==> config.mk <==
export PLATFORM = sky130hd
export DESIGN_NAME = rqs_result_queue
export DESIGN_NICKNAME = d
export VERILOG_FILES = /design/src/core/rqs_pkg.sv /design/src/core/rqs_result_queue.sv /design/src/core/rqs_entry_store.sv
export VERILOG_INCLUDE_DIRS = /design/src /design/src/core
export SDC_FILE = /design/constraint.sdc
export NUM_CORES = 1
export LEC_CHECK = 0
export BUFFER_PORTS_ARGS = -buffer_cell sky130_fd_sc_hd__clkbuf_2
export CAP_MARGIN = 5
export CORE_MARGIN = 2
export CORE_UTILIZATION = 60
export DETAILED_ROUTE_END_ITERATION = 10
export GPL_ROUTABILITY_DRIVEN = 0
export PLACE_DENSITY = 0.84
export SYNTH_ARGS = -nofsm -noshare
export SYNTH_HDL_FRONTEND = slang
export SYNTH_SLANG_ARGS = --single-unit
==> constraint.sdc <==
create_clock -name clock -period 17.9 [get_ports clock]
set_input_delay 0.895 -clock clock [delete_from_list [all_inputs] [get_ports clock]]
set_output_delay 0.895 -clock clock [all_outputs]
set_load 0.01 [all_outputs]
==> src/core/rqs_consts.svh <==
`ifndef RQS_CONSTS_SVH
`define RQS_CONSTS_SVH
// word indices on the avalon slave, byte address is four times the index
`define RQS_IDX_STATUS 3'h0
`define RQS_IDX_OUTPUT 3'h1
`define RQS_IDX_RESULT0 3'h2
`define RQS_IDX_IRQ_STATUS 3'h7
`define RQS_IDX_IRQ_MASK 3'h6
// status word fields
`define RQS_BIT_ENABLE 31
`define RQS_SEL_HI 28
`define RQS_SEL_LO 24
`define RQS_BIT_IRQ_EN 23
`define RQS_BIT_READY 22
`define RQS_BIT_OVERFLOW 21
`define RQS_CNT_HI 15
`define RQS_CNT_LO 8
`define RQS_BIT_SIGN 7
`define RQS_ID_HI 2
`define RQS_ID_LO 0
// writable mask of the status word; bits 30-29 and 22-0 are not writable
`define RQS_CTRL_WMASK 32'h9F80_0000
// geometry
`define RQS_NUM_CONV 5
`define RQS_DEPTH 16
`define RQS_RES_W 16
`define RQS_PTR_W 4
`define RQS_ZERO32 32'h0000_0000
`endif

==> src/core/rqs_pkg.sv <==
package rqs_pkg;
	typedef enum logic [1:0] {
		RQS_IDLE = 2'b00,
		RQS_ANSWER = 2'b01
	} rqs_bus_state_t;
	typedef logic [15:0] rqs_result_t;
endpackage

==> src/core/rqs_result_queue.sv <==
// How it works
// - queue enable clear: no result enters the queue
// - per-converter select bits 28-24 decide which results are queued
// - every result also lands in its converter's own result register
// - with irq enable and irq mask bit 0 set, interrupt rises once data-ready is set
// - data-ready is hardware-owned and set while any entry is unread
// - data-ready drops after the output word read empties the queue
// - overflow flag sets when a result arrives while the queue is full
// - reading the status word with byte enable 2 set clears the overflow flag
// - entry count shows in bits 15-8
// - bit 7 shows the sign of the output entry
// - bits 2-0 show the converter number of the output entry
// - unimplemented bits 30-29, 6-3 read zero and ignore writes
//
// The placing of the registers and the Avalon-MM interface to the registers were chosen for this implementation.
`include "rqs_consts.svh"
module rqs_result_queue
	import rqs_pkg::*;
(
	input wire logic clock,
	input wire logic resetn,
	input wire logic [2:0] avs_address,
	input wire logic avs_read,
	input wire logic avs_write,
	input wire logic [31:0] avs_writedata,
	input wire logic [3:0] avs_byteenable,
	output logic [31:0] avs_readdata,
	output logic avs_waitrequest,
	input wire logic [`RQS_NUM_CONV-1:0] conv_done,
	input wire logic [`RQS_NUM_CONV*`RQS_RES_W-1:0] conv_result,
	output logic irq
);
	logic rst_meta;
	logic rst_n;
	always_ff @(posedge clock or negedge resetn) begin
		if (!resetn) begin
			rst_meta <= 1'b0;
			rst_n <= 1'b0;
		end else begin
			rst_meta <= 1'b1;
			rst_n <= rst_meta;
		end
	end

	rqs_bus_state_t state;
	logic [31:0] ctrl;
	logic ovf_flag;
	logic [1:0] irq_status;
	logic [1:0] irq_mask;
	rqs_result_t conv_reg [`RQS_NUM_CONV];
	logic [`RQS_NUM_CONV-1:0] pend;
	rqs_result_t pend_data [`RQS_NUM_CONV];
	logic ready_q;

	// one pending slot per converter so simultaneous completions queue one per cycle
	wire [`RQS_NUM_CONV-1:0] pick;
	wire [`RQS_NUM_CONV-1:0] sel = ctrl[`RQS_SEL_HI:`RQS_SEL_LO];
	wire q_en = ctrl[`RQS_BIT_ENABLE];
	assign pick[0] = pend[0];
	genvar g;
	generate
		for (g = 1; g < `RQS_NUM_CONV; g++) begin : g_pick
			assign pick[g] = pend[g] && !(|pend[g-1:0]);
		end
	endgenerate
	wire [2:0] push_id = pick[1] ? 3'd1 : pick[2] ? 3'd2 : pick[3] ? 3'd3 :
		pick[4] ? 3'd4 : 3'd0;
	wire push = |pend;
	wire rqs_result_t push_data = pend_data[push_id];

	wire is_status = (avs_address == `RQS_IDX_STATUS);
	wire is_output = (avs_address == `RQS_IDX_OUTPUT);
	// index 6 belongs to the irq mask, so only converters 0..3 are readable
	wire is_result = (avs_address >= `RQS_IDX_RESULT0) &&
		(avs_address < `RQS_IDX_IRQ_MASK);
	wire is_imask = (avs_address == `RQS_IDX_IRQ_MASK);
	wire is_istat = (avs_address == `RQS_IDX_IRQ_STATUS);
	wire take = (state == RQS_IDLE) && (avs_read || avs_write);
	wire rd_take = take && avs_read;
	wire wr_take = take && avs_write;
	wire pop = rd_take && is_output;
	wire ovf_clr = rd_take && is_status && avs_byteenable[2];

	rqs_result_t head_data;
	logic [2:0] head_id;
	logic [7:0] count;
	logic overflow;
	rqs_entry_store u_store (
		.clock(clock),
		.rst_n(rst_n),
		.push(push),
		.push_data(push_data),
		.push_id(push_id),
		.pop(pop),
		.head_data(head_data),
		.head_id(head_id),
		.count(count),
		.overflow(overflow)
	);
	wire full_push = push && (count == 8'(`RQS_DEPTH)) && !pop;

	wire ready_now = (count != 8'h00);
	// an empty store holds stale or unwritten words, so the head reads as zero
	wire rqs_result_t head_word = ready_now ? head_data : 16'h0000;
	wire [2:0] head_num = ready_now ? head_id : 3'h0;
	wire [31:0] status_word = {ctrl[31], 2'b00, ctrl[28:23], ready_now, ovf_flag,
		5'b00000, count, head_word[`RQS_RES_W-1], 4'h0, head_num};
	wire [2:0] res_idx = 3'(avs_address - `RQS_IDX_RESULT0);
	wire [31:0] rdata = is_status ? status_word :
		is_output ? {16'h0000, head_word} :
		is_result ? {16'h0000, conv_reg[res_idx]} :
		is_imask ? {30'h0000_0000, irq_mask} :
		is_istat ? {30'h0000_0000, irq_status} : `RQS_ZERO32;

	wire [31:0] be_mask = {{8{avs_byteenable[3]}}, {8{avs_byteenable[2]}},
		{8{avs_byteenable[1]}}, {8{avs_byteenable[0]}}};
	wire [31:0] wmask = be_mask & `RQS_CTRL_WMASK;
	wire [31:0] next_ctrl = (wr_take && is_status) ?
		((ctrl & ~wmask) | (avs_writedata & wmask)) : ctrl;
	wire ready_rise = ready_now && !ready_q;
	wire irq_ev0 = ready_rise && ctrl[`RQS_BIT_IRQ_EN];
	wire [1:0] events = {full_push, irq_ev0};
	wire [1:0] w1c = (wr_take && is_istat && avs_byteenable[0]) ? avs_writedata[1:0] : 2'b00;
	wire [1:0] next_irq_status = events | (irq_status & ~w1c);

	generate
		for (g = 0; g < `RQS_NUM_CONV; g++) begin : g_conv
			wire rqs_result_t res = conv_result[g*`RQS_RES_W +: `RQS_RES_W];
			wire grab = conv_done[g] && q_en && sel[g];
			always_ff @(posedge clock or negedge rst_n) begin
				if (!rst_n) begin
					conv_reg[g] <= '0;
					pend[g] <= 1'b0;
					pend_data[g] <= '0;
				end else begin
					if (conv_done[g])
						conv_reg[g] <= res;
					if (grab) begin
						pend[g] <= 1'b1;
						pend_data[g] <= res;
					end else if (pick[g]) begin
						pend[g] <= 1'b0;
					end
				end
			end
		end
	endgenerate

	// control state resets to zero so the queue starts disabled and empty
	always_ff @(posedge clock or negedge rst_n) begin
		if (!rst_n) begin
			ctrl <= `RQS_ZERO32;
			ovf_flag <= 1'b0;
			ready_q <= 1'b0;
			irq_status <= 2'b00;
			irq_mask <= 2'b00;
			irq <= 1'b0;
		end else begin
			ctrl <= next_ctrl;
			ready_q <= ready_now;
			// set wins over the read clear
			ovf_flag <= overflow || (ovf_flag && !ovf_clr);
			irq_status <= next_irq_status;
			if (wr_take && is_imask && avs_byteenable[0])
				irq_mask <= avs_writedata[1:0];
			irq <= |(next_irq_status & irq_mask);
		end
	end

	// one wait cycle, then answer; readdata sampled at the request edge
	always_ff @(posedge clock or negedge rst_n) begin
		if (!rst_n) begin
			state <= RQS_IDLE;
			avs_readdata <= `RQS_ZERO32;
			avs_waitrequest <= 1'b1;
		end else begin
			case (state)
				RQS_IDLE: begin
					if (take) begin
						state <= RQS_ANSWER;
						avs_waitrequest <= 1'b0;
						avs_readdata <= avs_read ? rdata : `RQS_ZERO32;
					end else begin
						avs_waitrequest <= 1'b1;
					end
				end
				default: begin
					state <= RQS_IDLE;
					avs_waitrequest <= 1'b1;
				end
			endcase
		end
	end
endmodule

==> src/core/rqs_entry_store.sv <==
`include "rqs_consts.svh"
// circular store of results with source number; one push and one pop per cycle
module rqs_entry_store
	import rqs_pkg::*;
(
	input wire logic clock,
	input wire logic rst_n,
	input wire logic push,
	input wire rqs_result_t push_data,
	input wire logic [2:0] push_id,
	input wire logic pop,
	output rqs_result_t head_data,
	output logic [2:0] head_id,
	output logic [7:0] count,
	output logic overflow
);
	rqs_result_t mem [`RQS_DEPTH];
	logic [2:0] ids [`RQS_DEPTH];
	logic [`RQS_PTR_W-1:0] wr_ptr;
	logic [`RQS_PTR_W-1:0] rd_ptr;
	wire full = (count == 8'(`RQS_DEPTH));
	wire empty = (count == 8'h00);
	wire do_pop = pop && !empty;
	// a push into a full store drops the oldest entry, count stays at depth
	wire wrap = push && full && !do_pop;
	wire [`RQS_PTR_W-1:0] next_rd_ptr = (do_pop || wrap) ? rd_ptr + 1'b1 : rd_ptr;
	wire [7:0] next_count = (push && !do_pop && !full) ? count + 8'h01 :
		(do_pop && !push) ? count - 8'h01 : count;
	assign overflow = wrap;
	assign head_data = mem[rd_ptr];
	assign head_id = ids[rd_ptr];
	always_ff @(posedge clock or negedge rst_n) begin
		if (!rst_n) begin
			wr_ptr <= '0;
			rd_ptr <= '0;
			count <= 8'h00;
		end else begin
			wr_ptr <= push ? wr_ptr + 1'b1 : wr_ptr;
			rd_ptr <= next_rd_ptr;
			count <= next_count;
		end
	end
	// storage has no reset; contents are unread until written
	always_ff @(posedge clock) begin
		if (push) begin
			mem[wr_ptr] <= push_data;
			ids[wr_ptr] <= push_id;
		end
	end
endmodule

==> results.md <==
- At the pin with the least slew margin, the transition time is 1.20 ns.
- In this run the count of I/O pins placed on the die edge is 162.
- Data on the critical path is required at its endpoint by 18.31 ns.
- The overall global routing resource usage is 0.288.
- Of the available clock period, the critical path in the final layout requires 0.197.
- The final max-slew violation count was 0.
- The tool flagged a number of max-cap violations equal to 0.
- The clock slew at the register clock pins of the worst setup and hold paths is 0.06 ns.
- The count of antenna-violating nets left after detailed routing is 0.
- The placeable core region is 36300 um^2.
- The floorplan step defined a die boundary enclosing 38100 um^2.
- The number of DRC markers in iteration 0 is 1451.
- The total number of nets in the final design is 1576.
- The flip-flop count of the largest register, all copies and words added is 256.
- The remaining design rule violation count is 0.
- The time the worst path needs with I/O delays and setup is 3.52 ns.
- The worst-case IR drop observed on VDD is 0.0925 mV.
- Once detailed placement completed, the half-perimeter wirelength came to 32100 um.
- The maximum count of clock buffers along a single path is 3.
- The register-to-register path setup slack is 14.38 ns.
- The number of levels in the clock H-tree is 2.
- The worst hold slack across all endpoints is 0.112 ns.
- The hold buffer count at CTS is 0.
- The share of async-settable or async-resettable flops after synthesis is 0.424.
- The signed area change from the synthesized netlist to the final layout is 12.5%.
- The total standard cell area after synthesis is 21900 um^2.
- In this run the static leakage power is 9.52 nW.
- The floorplan has 70 rows.
- After detailed routing, the average wire length per cell comes to 27.6 um.
- Setup repair after global routing left no endpoint under its margin.
- In the synthesized netlist the dominant register cell turns out to be sky130_fd_sc_hd__edfxtp_1.
- Of the synthesized area, sequential elements account for 0.671.
- The x dimension of the die is 195 um.
- The tightest slew margin relative to the limit is 0.199.
- The library cells used most frequently in the layout, excluding fill and tap cells, are 304 x sky130_fd_sc_hd__edfxtp_1, 219 x sky130_fd_sc_hd__dfrtp_1, 176 x sky130_fd_sc_hd__mux2_2, 130 x sky130_fd_sc_hd__clkbuf_2, 94 x sky130_fd_sc_hd__mux4_2.
- The overall die height is 195 um.
- The later-pin clock latency in the skew report is 0.58 ns.
- The post-CTS resize count is 0.
- Wires add up to 53500 um.
- Setup violations remaining at the end of the flow were counted as 0.
- The first global-routing pass estimated 81100 um of wire.
- In this run, synthesis inferred 304 flip-flops with an integrated enable.
- The worst register-to-register path begins at u_store.rd_ptr[0].
- The worst hold path belongs to the class input port to async pin.
- After synthesis, the mean cell area works out to 16.9 um^2.
- The number of placed instances, taps included is 1848.
- The power density relative to cell area is 147 nW/um^2.
- At the end of the flow the core is filled with cells to 0.679.
- The count of endpoints failing hold in the final timing report came to 0.
- The number of post-CTS setup repair buffers is 0.
- The number of vias per cell is 6.53.
- The post-synthesis instance total is 1295.
- The biggest fanout along the worst timing path is 37.
- TritonCTS built the clock tree.
- The first-pass iteration count of the detailed router is 8.
- The flow ran to the end, and the final reports show no timing, DRC or antenna violations.
- The count of cell types in the netlist is 60.
- The total via count after detailed routing is 12.7k.
- The starting density of the core is 0.604.
- The via count of the first global-routing pass was 13.2k.
- In this run, CTS created clock tree buffers numbering 51.
- The count of warnings emitted by yosys is 0.
- The data arrival time of the worst path is 3.94 ns.
- The clock sink total is 528.
- Clock tree synthesis selected as its root buffer the cell sky130_fd_sc_hd__clkbuf_16.
- The fraction of final layout cells sized beyond drive strength 1 is 0.352.
- The setup clock skew after layout is 0.0205 ns.
- During placement, the flow inserted port buffers numbering 130.
- Summed over all failing endpoints, the final setup total negative slack is 0 ns.
- STA classifies the critical path endpoint as a flop.
- Leaving out fill and tap cells, the most frequent cell in the layout is sky130_fd_sc_hd__edfxtp_1.
- The count of cells along the worst register-to-register path is 6.
- The largest net degree at the start of global routing is 70.
- Counting flops and latches in the post-synthesis netlist gives 528.
- The initial antenna violation count came to 1.
- The worst setup path is launched from a flop.
- The maximum frequency from static timing analysis is 284 MHz.
- The finished layout holds 1941 standard cells, fillers aside.
- The reg-to-reg critical path endpoint is avs_readdata[10].
- The critical path is of the flop to flop type.
- The total congestion overflow after global routing is 0.
-- how the worst max path moves through the flow --
stage                            from          endpoint  slack (ns)  cells after the start
floorplan                       rst_n         async pin       11.20                      0
global placement       avs_address[1]   avs_readdata[8]       14.03                     10
detailed placement     avs_address[1]  u_store.count[6]       14.00                     13
CTS                 u_store.rd_ptr[0]  avs_readdata[10]       14.38                      6
global route         u_store.count[3]  u_store.count[6]       14.15                     12
finish              u_store.rd_ptr[0]  avs_readdata[10]       14.38                      6
-- synth_stat cells (3+ instances only) --
cell,count,area [um^2]
sky130_fd_sc_hd__inv_1,16,60.1
sky130_fd_sc_hd__nand4_1,5,31.3
sky130_fd_sc_hd__nor4_1,3,18.8
sky130_fd_sc_hd__dfrtp_1,223,5580
sky130_fd_sc_hd__nand2b_1,5,31.3
sky130_fd_sc_hd__mux2_2,176,1980
sky130_fd_sc_hd__nor2b_1,5,31.3
sky130_fd_sc_hd__nor3_1,16,80.1
sky130_fd_sc_hd__nand2_1,68,255
sky130_fd_sc_hd__clkbuf_1,36,135
sky130_fd_sc_hd__buf_1,11,41.3
sky130_fd_sc_hd__a21o_1,17,128
sky130_fd_sc_hd__buf_4,10,75.1
sky130_fd_sc_hd__o21ai_0,15,75.1
sky130_fd_sc_hd__o22ai_1,12,75.1
sky130_fd_sc_hd__a211oi_1,18,135
sky130_fd_sc_hd__buf_2,24,120
sky130_fd_sc_hd__o21bai_1,3,22.5
sky130_fd_sc_hd__mux4_2,94,2120
sky130_fd_sc_hd__a22o_1,13,114
sky130_fd_sc_hd__a22oi_1,12,90.1
sky130_fd_sc_hd__ha_1,14,175
sky130_fd_sc_hd__xor2_1,3,26.3
sky130_fd_sc_hd__and3_1,6,37.5
sky130_fd_sc_hd__and4_1,4,35.0
sky130_fd_sc_hd__mux2i_1,30,300
sky130_fd_sc_hd__edfxtp_1,304,9130
sky130_fd_sc_hd__o31ai_1,9,67.6
sky130_fd_sc_hd__xnor2_1,11,96.3
sky130_fd_sc_hd__and2_1,26,163
sky130_fd_sc_hd__nor2_1,33,124
sky130_fd_sc_hd__nand3_1,13,65.1
sky130_fd_sc_hd__a21oi_1,13,65.1
sky130_fd_sc_hd__a311oi_1,15,131
-- critical path, stage by stage (launching register included) --
cell                      delay [ns]
sky130_fd_sc_hd__dfrtp_4        0.81
sky130_fd_sc_hd__buf_4          0.68
sky130_fd_sc_hd__mux4_2         0.62
sky130_fd_sc_hd__mux2i_1        0.20
sky130_fd_sc_hd__o22ai_1        0.12
sky130_fd_sc_hd__nor3_1         0.75
sky130_fd_sc_hd__o31ai_1        0.13
-- per-stage QoR --
stage                     setup WS [ns]  cell area [um^2]  power [mW]
final                             14.38             24700        3.64
after global routing              14.15             24700        3.78
after CTS                         14.38             24700        3.64
after detailed placement          14.00             23100        2.59
after global placement            14.03             23100        2.54
after floorplan                   11.20             22000        2.33
-- routing by layer --
layer  share of wire  GRT usage
met5               0          0
met1            0.37      0.380
met2            0.50      0.468
met3           0.086     0.0541
met4           0.051      0.142
-- where the power goes --
| part | internal (mW) | switching (mW) | total (mW) |
|---|---|---|---|
| sequential | 1.59 | 0.135 | 1.72 |
| clock | 0.592 | 0.448 | 1.04 |
| combinational | 0.390 | 0.488 | 0.878 |
| total | 2.57 | 1.07 | 3.64 |
-- area by class of cell --
type,instances,area (um^2)
tap,468,586
timing repair buffer,161,883
sequential,528,14700
fill,2253,11700
clock inverter,32,267
antenna,1,2.50
multi-input combinational,674,6800
inverter,17,63.8
clock buffer,60,1340
-- kinds of logic (layout without fill, tap and decap cells) --
family	after synthesis	count (layout)	synth area share
flops	528	528	0.671
mux	301	301	0.201
simple gates	194	194	0.0448
compound gates	142	142	0.0479
buf+inv	99	270	0.0201
fa+ha+maj	15	15	0.00889
xor+xnor	14	14	0.00559
other cells	2	9	0.000342
(Power assumes the default switching activity.)
